===== src/birtu_pkg.sv =====
// constants and types shared by the branch and interrupt return unit
`default_nettype none
package birtu_pkg;

  // ==========================================================================
  // widths
  localparam int PC_W      = 15;
  localparam int BYTE_W    = 8;
  localparam int NIB_W     = 4;
  localparam int FRAME_W   = 12;

  // ==========================================================================
  // opcodes of the first byte
  localparam logic [7:0] OP_INTERRUPT_RETURN = 8'hd5;
  localparam logic [7:0] OP_LONG_JUMP        = 8'hdb;
  localparam logic [7:0] OP_INDEXED_PREFIX   = 8'hdd;
  localparam logic [3:0] OP_BLOCK_JUMP_HI    = 4'h9;
  localparam logic [3:0] OP_REL_FORWARD_HI   = 4'h1;
  localparam logic [3:0] OP_REL_BACKWARD_HI  = 4'h0;
  // second byte of the indexed relative jumps
  localparam logic [7:0] OP2_INDEX_AUX       = 8'h64;
  localparam logic [7:0] OP2_INDEX_ACC       = 8'h60;

  // ==========================================================================
  // stack frame: step and nibble layout inside a three-nibble read
  localparam logic [7:0]  FRAME_SIZE       = 8'h06;
  localparam logic [7:0]  FRAME_HALF       = 8'h03;
  localparam int          NIB0_LSB         = 0;
  localparam int          NIB1_LSB         = 4;
  localparam int          NIB2_LSB         = 8;
  localparam int          PC_TOP_LSB       = 4;
  localparam int          PC_TOP_W         = 2;
  localparam int          LEVEL_LSB        = 6;
  localparam int          MEM_BANK_BIT     = 5;
  localparam int          REG_BANK_BIT     = 4;
  localparam int          CARRY_BIT        = 11;
  localparam int          SKIP_LSB         = 8;

  // ==========================================================================
  // reset values
  localparam logic [PC_W-1:0] PC_RESET  = 15'h0000;
  localparam logic [7:0]      SP_RESET  = 8'h00;
  localparam logic [7:0]      OP_RESET  = 8'h00;

  // ==========================================================================
  // sequencer states, gray on each forward step except ST_IDLE to ST_IRET1
  typedef enum logic [2:0] {
    ST_IDLE   = 3'b000,
    ST_FETCH2 = 3'b001,
    ST_FETCH3 = 3'b011,
    ST_REL    = 3'b010,
    ST_IRET1  = 3'b110,
    ST_IRET2  = 3'b111
  } birtu_state_t;

endpackage

`default_nettype wire


===== src/birtu_core.sv =====
// program counter control: interrupt return, long, block and relative jumps
`timescale 1ns/1ns
`default_nettype none

module birtu_core #(
  parameter int SP_W = 8
) (
  input  wire  logic                     CORE_CLK,
  input  wire  logic                     NRST,
  input  wire  logic                     START,
  input  wire  logic [7:0]               PROG_DATA,
  input  wire  logic [7:0]               STACK_POINTER,
  input  wire  logic [11:0]              STACK_DATA,
  input  wire  logic [7:0]               AUX_REGISTER_PAIR,
  input  wire  logic [7:0]               EXTENDED_ACCUMULATOR,
  output var   logic [14:0]              PROG_ADDR,
  output var   logic [7:0]               STACK_ADDR,
  output var   logic                     STACK_RD,
  output var   logic [7:0]               STACK_POINTER_NEW,
  output var   logic                     STACK_POINTER_LOAD,
  output var   logic                     INTERRUPT_LEVEL_HIGH,
  output var   logic                     INTERRUPT_LEVEL_LOW,
  output var   logic                     MEMORY_BANK_ENABLE_BIT,
  output var   logic                     REGISTER_BANK_ENABLE_BIT,
  output var   logic                     CARRY,
  output var   logic [2:0]               SKIP_CONDITION_BITS,
  output var   logic                     STATUS_LOAD,
  output var   logic                     BUSY,
  output var   logic                     DONE,
  output var   logic                     UNSUPPORTED
);

  // ==========================================================================
  // elaboration checks
  if (SP_W != 8)
  begin : g_sp_check
    $error("stack pointer width must be 8");
  end

  // ==========================================================================
  // state
  typedef struct packed {
    birtu_pkg::birtu_state_t state;
    logic [14:0]             pc;
    logic [7:0]              opcode;
    logic [14:0]             op_addr;
    logic [7:0]              sp;
    logic [7:0]              stack_addr;
    logic                    stack_rd;
    logic [11:0]             hold;
    logic [1:0]              level;
    logic                    mem_bank;
    logic                    reg_bank;
    logic                    carry;
    logic [2:0]              skip;
    logic [7:0]              sp_new;
    logic                    sp_load;
    logic                    status_load;
    logic                    busy;
    logic                    done;
    logic                    unsupported;
  } birtu_regs_t;

  birtu_regs_t r;
  birtu_regs_t next_r;

  logic [14:0] pc_plus1;
  logic [14:0] rel_fwd;
  logic [14:0] rel_back;
  logic [7:0]  index_val;
  logic [3:0]  low_nib;

  always_comb
  begin
    next_r             = r;
    next_r.done        = 1'b0;
    next_r.sp_load     = 1'b0;
    next_r.status_load = 1'b0;
    next_r.unsupported = 1'b0;
    pc_plus1           = r.pc + 15'h0001;
    low_nib            = r.opcode[3:0];
    rel_fwd            = r.op_addr + 15'h0001 + {11'h000, low_nib};
    rel_back           = r.op_addr - {11'h000, low_nib};
    index_val          = r.hold[0] ? AUX_REGISTER_PAIR : EXTENDED_ACCUMULATOR;
    case (r.state)
      birtu_pkg::ST_IDLE:
      begin
        if (START)
        begin
          next_r.opcode  = PROG_DATA;
          next_r.op_addr = r.pc;
          next_r.pc      = pc_plus1;
          next_r.busy    = 1'b1;
          next_r.sp      = STACK_POINTER;
          if (PROG_DATA == birtu_pkg::OP_INTERRUPT_RETURN)
          begin
            // busy holds off interrupt entry until the return has finished
            next_r.stack_addr = STACK_POINTER;
            next_r.stack_rd   = 1'b1;
            next_r.state      = birtu_pkg::ST_IRET1;
          end
          else if (PROG_DATA == birtu_pkg::OP_LONG_JUMP ||
                   PROG_DATA == birtu_pkg::OP_INDEXED_PREFIX ||
                   PROG_DATA[7:4] == birtu_pkg::OP_BLOCK_JUMP_HI)
          begin
            next_r.state = birtu_pkg::ST_FETCH2;
          end
          else if (PROG_DATA[7:4] == birtu_pkg::OP_REL_FORWARD_HI ||
                   PROG_DATA[7:4] == birtu_pkg::OP_REL_BACKWARD_HI)
          begin
            next_r.state = birtu_pkg::ST_REL;
          end
          else
          begin
            // not ours: counter untouched, the rest of the core handles it
            next_r.pc          = r.pc;
            next_r.busy        = 1'b0;
            next_r.unsupported = 1'b1;
          end
        end
      end
      birtu_pkg::ST_FETCH2:
      begin
        next_r.pc = pc_plus1;
        if (r.opcode == birtu_pkg::OP_LONG_JUMP)
        begin
          next_r.hold  = {4'h0, PROG_DATA};
          next_r.state = birtu_pkg::ST_FETCH3;
        end
        else if (r.opcode == birtu_pkg::OP_INDEXED_PREFIX)
        begin
          next_r.hold = {11'h000, PROG_DATA == birtu_pkg::OP2_INDEX_AUX};
          if (PROG_DATA == birtu_pkg::OP2_INDEX_AUX || PROG_DATA == birtu_pkg::OP2_INDEX_ACC)
          begin
            next_r.state = birtu_pkg::ST_FETCH3;
          end
          else
          begin
            next_r.pc          = r.op_addr;
            next_r.busy        = 1'b0;
            next_r.unsupported = 1'b1;
            next_r.state       = birtu_pkg::ST_IDLE;
          end
        end
        else
        begin
          // upper bits from the counter past both bytes, so the block edge carries
          next_r.pc    = {pc_plus1[14:12], r.opcode[3:0], PROG_DATA};
          next_r.busy  = 1'b0;
          next_r.done  = 1'b1;
          next_r.state = birtu_pkg::ST_IDLE;
        end
      end
      birtu_pkg::ST_FETCH3:
      begin
        if (r.opcode == birtu_pkg::OP_LONG_JUMP)
        begin
          next_r.pc = {1'b0, r.hold[5:0], PROG_DATA};
        end
        else
        begin
          // counter already sits past both bytes, the next page at a page end
          next_r.pc = {r.pc[14:8], index_val};
        end
        next_r.busy  = 1'b0;
        next_r.done  = 1'b1;
        next_r.state = birtu_pkg::ST_IDLE;
      end
      birtu_pkg::ST_REL:
      begin
        if (r.opcode[7:4] == birtu_pkg::OP_REL_FORWARD_HI)
        begin
          next_r.pc = rel_fwd;
        end
        else
        begin
          next_r.pc = rel_back;
        end
        next_r.busy  = 1'b0;
        next_r.done  = 1'b1;
        next_r.state = birtu_pkg::ST_IDLE;
      end
      birtu_pkg::ST_IRET1:
      begin
        next_r.hold       = STACK_DATA;
        next_r.stack_addr = r.sp + birtu_pkg::FRAME_HALF;
        next_r.state      = birtu_pkg::ST_IRET2;
      end
      birtu_pkg::ST_IRET2:
      begin
        // frame zeros and the missing bit 14 are never taken from memory
        next_r.pc          = {1'b0, r.hold[birtu_pkg::PC_TOP_LSB +: birtu_pkg::PC_TOP_W],
                              r.hold[birtu_pkg::NIB0_LSB +: birtu_pkg::NIB_W],
                              STACK_DATA[birtu_pkg::NIB0_LSB +: birtu_pkg::NIB_W],
                              r.hold[birtu_pkg::NIB2_LSB +: birtu_pkg::NIB_W]};
        next_r.level       = STACK_DATA[birtu_pkg::LEVEL_LSB +: 2];
        next_r.mem_bank    = STACK_DATA[birtu_pkg::MEM_BANK_BIT];
        next_r.reg_bank    = STACK_DATA[birtu_pkg::REG_BANK_BIT];
        next_r.carry       = STACK_DATA[birtu_pkg::CARRY_BIT];
        next_r.skip        = STACK_DATA[birtu_pkg::SKIP_LSB +: 3];
        next_r.status_load = 1'b1;
        next_r.sp_new      = r.sp + birtu_pkg::FRAME_SIZE;
        next_r.sp_load     = 1'b1;
        next_r.stack_rd    = 1'b0;
        next_r.busy        = 1'b0;
        next_r.done        = 1'b1;
        next_r.state       = birtu_pkg::ST_IDLE;
      end
      default:
      begin
        next_r.state    = birtu_pkg::ST_IDLE;
        next_r.busy     = 1'b0;
        next_r.stack_rd = 1'b0;
      end
    endcase
  end

  always_ff @(posedge CORE_CLK)
  begin
    if (!NRST)
    begin
      r        <= '0;
      r.state  <= birtu_pkg::ST_IDLE;
      r.pc     <= birtu_pkg::PC_RESET;
      r.sp     <= birtu_pkg::SP_RESET;
      r.sp_new <= birtu_pkg::SP_RESET;
      r.opcode <= birtu_pkg::OP_RESET;
    end
    else
    begin
      r <= next_r;
    end
  end

  // ==========================================================================
  // outputs, all straight from the state register
  assign PROG_ADDR                = r.pc;
  assign STACK_ADDR               = r.stack_addr;
  assign STACK_RD                 = r.stack_rd;
  assign STACK_POINTER_NEW        = r.sp_new;
  assign STACK_POINTER_LOAD       = r.sp_load;
  assign INTERRUPT_LEVEL_HIGH     = r.level[1];
  assign INTERRUPT_LEVEL_LOW      = r.level[0];
  assign MEMORY_BANK_ENABLE_BIT   = r.mem_bank;
  assign REGISTER_BANK_ENABLE_BIT = r.reg_bank;
  assign CARRY                    = r.carry;
  assign SKIP_CONDITION_BITS      = r.skip;
  assign STATUS_LOAD              = r.status_load;
  assign BUSY                     = r.busy;
  assign DONE                     = r.done;
  assign UNSUPPORTED              = r.unsupported;

endmodule

`default_nettype wire


===== config.mk =====
export PLATFORM = sky130hd
export DESIGN_NAME = birtu_core
export DESIGN_NICKNAME = d
export VERILOG_FILES = /design/src/birtu_pkg.sv /design/src/birtu_core.sv
export SDC_FILE = /design/constraint.sdc
export NUM_CORES = 1
export LEC_CHECK = 0
export BUFFER_PORTS_ARGS = -buffer_cell sky130_fd_sc_hd__buf_2
export CORE_UTILIZATION = 35
export CTS_CLUSTER_DIAMETER = 40
export DETAILED_ROUTE_END_ITERATION = 8
export HOLD_SLACK_MARGIN = 0.1
export MAX_ROUTING_LAYER = met4
export PLACE_DENSITY_LB_ADDON = 0.25
export SETUP_SLACK_MARGIN = 0.5
export SYNTH_ARGS = -nofsm -noshare
export SYNTH_HDL_FRONTEND = slang
export SYNTH_SLANG_ARGS = --single-unit

===== constraint.sdc =====
create_clock -name CORE_CLK -period 2.8 [get_ports CORE_CLK]
set_clock_uncertainty 0.15 [all_clocks]
set_input_delay 0.84 -clock CORE_CLK [delete_from_list [all_inputs] [get_ports CORE_CLK]]
set_output_delay 0.84 -clock CORE_CLK [all_outputs]
set_load 0.02 [all_outputs]

==> metrics.md, run 1 <==
| Metric | Value |
|---|---|
| Chip Height | `131 um` |
| Power Density | `461 mW/mm2` |
| Htree depth | `3` |
| Fin crit share | `81.2%` |
| Clock sink total | `between 80 and 90` |
| Post-Synthesis Cell Area | `just under 0.006 mm2` |
| Crit path kind | `reg2reg` |
| GRT overflow | `0` |
| Slew headroom | `~61%` |
| Worst-path clk slew | `0.07 ns` |
| Fin. max-slew vios | `0` |
| Crit path DAT | `2.35 ns` |
| Wire length per cell | `about 18 um` |
| Drt total wl | `18800 um` |
| Critical Path Max Stage Delay | `0.52 ns` |
| Root Buffer | `clkbuf_16` |
| DRC viols | `0` |
| RSZ-0062 raised after global routing | `true` |
| Primary FF master, synth | `dfxtp_1` |
| Req. time, crit path | `2.88 ns` |
| RePlAce Congestion | `0.949` |
| Min cycle time layout | `approximately 2.3 ns` |
| Critical R2R Launch | `low_nib[0]$_SDFFE_PN0P_` |
| Pin count of the biggest net entering global routing | `89` |
| Setup TNS | `0 ns` |
| Overall global routing resource usage | `22.6%` |
| Syn nets | `between 800 and 900` |
| Sequential area share after synthesis | `30.4%` |
| Hold Crit Depth | `2` |
| Hold WC Path Type | `reg2reg` |
| Share of the synthesized area in the top cell type | `30.4%` |
| R2r setup slk | `about 0.53 ns` |
| LEAKAGE | `between 2 and 3 nW` |
| Worst R2R End | `PROG_ADDR[12]$_SDFFE_PN0P_` |
| Max Buffers Root-to-Sink | `2` |
| Ys async rst share | `0%` |
| Hold buffers post-CTS | `0` |
| Avg Cell Area, Syn | `7.64 um2` |
| Vias in the first global route | `between 5000 and 6000` |
| Num CTS Buffers | `9` |
| Largest area contributor in the netlist | `dfxtp_1` |
| DRT antenna net count | `0` |
| Detail Placement HPWL | `13800 um` |
| DRT iter0 DRCs | `629` |
| Post-place instance area | `roughly 0.0064 mm2` |
| Die area | `between 0.015 and 0.02 mm2` |
| Worst r2r path cells | `7` |
| Synth cell types | `66` |
| Critical Path Sink Type | `flip-flop` |
| Initial Utilization | `36.2%` |
| Final instance area | `between 0.007 and 0.008 mm2` |
| Post-place setup slack | `a little over 0.09 ns` |
| Max rail drop VDD | `296 uV` |
| Core Area | `0.0160 mm2` |
| DP Cell Count | `1017` |
| CP max stage cell | `or4_4` |
| Synthesized instance count | `758` |
| Share of cells above drive strength 1 | `around a quarter` |
| Largest cells by area after synthesis | `dfxtp_1 30%, nand2_1 9.0%, a21boi_0 5.8%` |
| CTS tree | `built` |
| Area Overhead vs Synth | `21.6%` |
| Routed vias/inst | `around 5.6` |
| FMAX | `440 MHz` |
| Final hold violation count | `0` |
| Status | `completed` |
| Drt first pass iters | `5` |
| I/O Pins | `92` |
| Worst-skew pair later-pin latency | `~0.36 ns` |
| FF+latch count, synth | `roughly 90` |
| EDFF count, synth | `0` |
| Via count | `5767` |
| Post-route insts no fill | `1039` |
| Crit path launch type | `flip-flop` |
| Final #Nets | `881` |
| # diodes | `0` |
| Tightest Pin Transition | `0.586 ns` |
| Setup slack after layout | `0.527 ns` |
| Final setup viols | `0` |
| Hold_sp | `SKIP_CONDITION_BITS[2]$_SDFFE_PN0P_` |
| Hold endpoint | `SKIP_CONDITION_BITS[2]$_SDFFE_PN0P_` |
| Yosys warning total | `0` |
| # Max-Cap Violations | `0` |
| Crit path cell chain | `buf_6 -> nand4_1 -> or4_4 -> or2_4 -> mux2_4 -> a222oi_1 -> a31oi_1` |
| PortBufs | `91` |
| Global-route wire length before repair | `28400 um` |
| Die Wd | `131 um` |
| CP max FO | `3` |
| Row cnt | `between 40 and 50` |
| Antenna violations before repair | `0` |
metrics by stage:
step / util [%] / power (W) / hold slack, ns
after floorplan: - / 0.00170 / 0.291
after global placement: 40.1 / 0.00186 / 0.298
after detailed placement: 40.1 / 0.00186 / 0.303
after CTS: 42.8 / 0.00322 / 0.313
after global routing: 44.0 / 0.00337 / 0.332
final: 44.0 / 0.00325 / 0.308
timing repair:
action / 4_1_cts / 5_1_grt
setup buffers: 2 / 5
setup endpoints to repair: 16 / 24
pin swaps: 5 / 28
endpoints found under the hold margin: 0 / 0
gates resized for setup: 22 / 37
metal layers:
metal	GRT usage, %	part of all wire [%]
met1	32.1	48
met2	32.1	43
met3	3.83	6.9
met4	7.23	1.6
met5	-	0
logic make-up after synthesis:
kind of cell	synth area share [%]
mux	1.66
compound gates	27.1
flops	30.4
fa+ha+maj	3.50
xor+xnor	4.69
buf+inv	9.40
simple gates	23.2
synthesized netlist by cell type (4+ instances only):
library cell    n
o221ai_1        4
nand2_1       139
o311ai_0        5
a21boi_0       45
dfxtp_1        88
and3_1          5
nand4_1         6
nor3_1         19
xor2_1         11
buf_2           6
o21a_1          8
nand3_1        35
nand2b_1        4
a22oi_1         8
o211ai_1       10
nor4b_1         4
or3_1           5
nor4_1          4
clkbuf_1       45
a21oi_1        12
a211oi_1        8
ha_1           13
buf_4          36
a31oi_1        23
mux2i_1         7
and2_1          6
xnor2_1        20
nor2_1         39
inv_1          14
o21ai_0        47
nor2b_1         9
o211a_1        18
layout by cell type, fill, tap and decap left out, drive strengths merged, types with 3 or more instances in the layout:
master and instances:
nor3 19, o31ai 3, o22a 4, or2 4, o21ai 47, a21boi 45, a31oi 23, o211a 18
nand2 139, buf 140, dfxtp 88, nor2b 9, nor4b 4, nand4 6, a21oi 12, and3 5
o311ai 5, o21a 8, o22ai 3, nor2 39, and2 6, a2bb2oi 3, nor4 4, mux2i 7
a211oi 8, nand3 35, ha 13, or3 5, o221ai 4, clkbuf 10, nand2b 4, o211ai 10
xnor2 20, inv 18, a22oi 8, nand3b 3, xor2 11, o221a 3
final cells by class:
cell class	count	area (um2)
fillers	1667	8960
multi-input cells	565	3760
flip-flops and latches	88	1770
repair buffers	140	858
well taps	216	270
clock buffers	10	239
clock inverters	5	86.3
inverters	15	56.3
registers in the layout (all words and copies together) (netlist names):
signal / flops
r: 40
BUSY: 1
STACK_ADDR: 8
PROG_ADDR: 15
REGISTER_BANK_ENABLE_BIT: 1
INTERRUPT_LEVEL_HIGH: 1
SKIP_CONDITION_BITS: 3
MEMORY_BANK_ENABLE_BIT: 1
INTERRUPT_LEVEL_LOW: 1
CARRY: 1
DONE: 1
STACK_POINTER_NEW: 8
STACK_RD: 1
UNSUPPORTED: 1
STACK_POINTER_LOAD: 1
low_nib: 4
worst max path at each step:
stage	start	endpoint	cells past startpoint
2_1_floorplan	PROG_DATA[0]	PROG_ADDR[12]$_SDFFE_PN0P_	8
3_5_place_dp	PROG_DATA[0]	PROG_ADDR[7]$_SDFFE_PN0P_	7
4_1_cts	r[50]$_SDFFE_PN0P_	PROG_ADDR[8]$_SDFFE_PN0P_	9
6_report	low_nib[0]$_SDFFE_PN0P_	PROG_ADDR[12]$_SDFFE_PN0P_	7
3_3_place_gp	PROG_DATA[0]	PROG_ADDR[12]$_SDFFE_PN0P_	7
5_1_grt	low_nib[0]$_SDFFE_PN0P_	PROG_ADDR[11]$_SDFFE_PN0P_	8
worst max-delay path, delay by kind of cell, from the launching register on:
kind / cells / cell delay [ns]
DFF: 1 / 0.35
and+or+nand+nor: 3 / 0.91
muxes: 1 / 0.29
AOI/OAI and AO/OA: 2 / 0.34
buffers and inverters: 1 / 0.10
power breakdown:
group,total [W],switching (W),internal (W)
Clock,0.00136,0.000545,0.000812
Sequential,0.00135,0.0000624,0.00129
Combinational,0.000538,0.000305,0.000233
Total,0.00325,0.000913,0.00233
(Power assumes the default switching activity.)
==> inputs of run 2 (changes only) <==
Clock period 2.8 ns to 2 ns, I/O delays scaled along.
==> metrics.md, run 2 (synthesized netlist as in run 1, its figures left out) <==
| Metric | Value |
|---|---|
| LEAKAGE | `~3.9 nW` |
| Slew headroom | `between 60% and 70%` |
| Initial Utilization | `36.2%` |
| Worst-path clk slew | `roughly 0.07 ns` |
| Chip Height | `131 um` |
| Row cnt | `46` |
| Commonest non-fill, non-tap cell in the layout | `buf_4` |
| Via count | `6563` |
| Overall global routing resource usage | `26.3%` |
| Hold Slack | `0.306 ns` |
| Global-route wire length before repair | `between 30000 and 40000 um` |
| Req. time, crit path | `approximately 2.1 ns` |
| PortBufs | `91` |
| # Max-Cap Violations | `0` |
| Drt first pass iters | `7` |
| Max Buffers Root-to-Sink | `2` |
| Antenna violations before repair | `0` |
| Setup slack after layout | `-0.244 ns` |
| Crit path DAT | `about 2.3 ns` |
| Status | `finished with violations` |
| Share of cells above drive strength 1 | `49.4%` |
| RSZ-0062 raised after global routing | `true` |
| Num CTS Buffers | `9` |
| Hold buffers post-CTS | `0` |
| Final hold violation count | `0` |
| Failing checks | `setup timing` |
| Final setup viols | `19` |
| Routed vias/inst | `between 5 and 6` |
| Root Buffer | `clkbuf_16` |
| I/O Pins | `92` |
| Detail Placement HPWL | `~15000 um` |
| FMAX | `446 MHz` |
| Tightest Pin Transition | `0.533 ns` |
| DRC viols | `0` |
| Most frequent cells in the layout | `120 x buf_4, 101 x nand2_1, 87 x buf_6` |
| # diodes | `0` |
| DRT antenna net count | `0` |
| CP max FO | `4` |
| Max rail drop VDD | `about 430 uV` |
| Fin crit share | `112%` |
| R2r setup slk | `-0.24 ns` |
| Clock sink total | `between 80 and 90` |
| Crit path kind | `reg2reg` |
| Worst r2r path cells | `10` |
| Die Wd | `131 um` |
| Crit path launch type | `flip-flop` |
| Biggest register | `r` |
| Min cycle time layout | `about 2.2 ns` |
| Hold Crit Depth | `2` |
| RePlAce Congestion | `0.977` |
| GRT overflow | `0` |
| Drt total wl | `22400 um` |
| Area Overhead vs Synth | `59.1%` |
| Max reg flops | `40` |
| Worst-skew pair later-pin latency | `0.36 ns` |
| Pin count of the biggest net entering global routing | `46` |
| Core Area | `0.0160 mm2` |
| Power Density | `535 mW/mm2` |
| Htree depth | `3` |
| Die area | `between 0.015 and 0.02 mm2` |
| Hold WC Path Type | `reg2reg` |
| Post-place setup slack | `-0.436 ns` |
| Final #Nets | `1012` |
| CTS tree | `built` |
| Critical Path Sink Type | `flip-flop` |
| DRT iter0 DRCs | `478` |
| Wire length per cell | `19.1 um` |
| Fin. max-slew vios | `0` |
| Vias in the first global route | `roughly 6000` |
[run 2: cell types whose count changed in the layout (fill, tap and decap cells not counted), sizes merged]
cell      before  now
clkinv         0    1
inv           18   15
buf          140  266
clkinvlp       0    1
nand2        139  141
clkbuf        10   15
[run 2: where the power goes]
part | internal [W] | switching, W
Combinational | 0.000550 | 0.000583
Clock | 0.00117 | 0.000754
Sequential | 0.00180 | 0.0000658
[run 2: cell type report]
cell class,instances,area [um2]
Clock buffer,12,256
Clock inverter,4,76.3
Fill cell,1419,6790
Inverter,15,56.3
Multi-Input combinational cell,567,4240
Sequential cell,88,1850
Tap cell,216,270
Timing Repair Buffer,269,2460
[run 2: path summary, 6_finish.rpt]
path                                 endpoint                        startpoint
min          INTERRUPT_LEVEL_LOW$_SDFFE_PN0P_  INTERRUPT_LEVEL_LOW$_SDFFE_PN0P_
max reg2reg        PROG_ADDR[12]$_SDFFE_PN0P_           low_nib[0]$_SDFFE_PN0P_
min reg2reg  INTERRUPT_LEVEL_LOW$_SDFFE_PN0P_  INTERRUPT_LEVEL_LOW$_SDFFE_PN0P_
max                PROG_ADDR[12]$_SDFFE_PN0P_           low_nib[0]$_SDFFE_PN0P_
[run 2: through the flow]
stage / TNS [ns] / power [W] / util, % / instances / cell area, um2
6_report: -2.50 / 0.00492 / 57.6 / 1171 / 9210
3_3_place_gp: -8.08 / 0.00273 / 44.6 / 1102 / 7140
5_1_grt: -4.20 / 0.00508 / 57.6 / 1171 / 9210
3_5_place_dp: -8.18 / 0.00273 / 44.6 / 1102 / 7140
4_1_cts: -2.10 / 0.00479 / 53.6 / 1155 / 8570
2_1_floorplan: -1.59 / 0.00239 / - / 758 / 5990
[run 2: worst max-delay path, stage by stage (launching register included)]
cell	delay (ns)
dfxtp_4	0.37
inv_2	0.05
ha_4	0.15
fa_2	0.33
o21bai_1	0.13
a21o_1	0.20
buf_6	0.13
a2bb2oi_4	0.06
o21a_1	0.20
o21ai_1	0.23
a31oi_1	0.12
[run 2: timing repair]
action / CTS / global route
endpoints found under the setup margin: 132 / 114
cloned: 3 / 3
setup buffers: 34 / 13
pin swaps: 38 / 47
gates resized for setup: 253 / 156
[run 2: layer usage]
metal	vias to the layer above	wire length, um	GRT usage (%)
met5	-	0	-
met4	0	770	10.6
met3	59	1610	4.36
met2	288	10400	40.6
met1	3148	9650	34.2
li1	3068	-	-
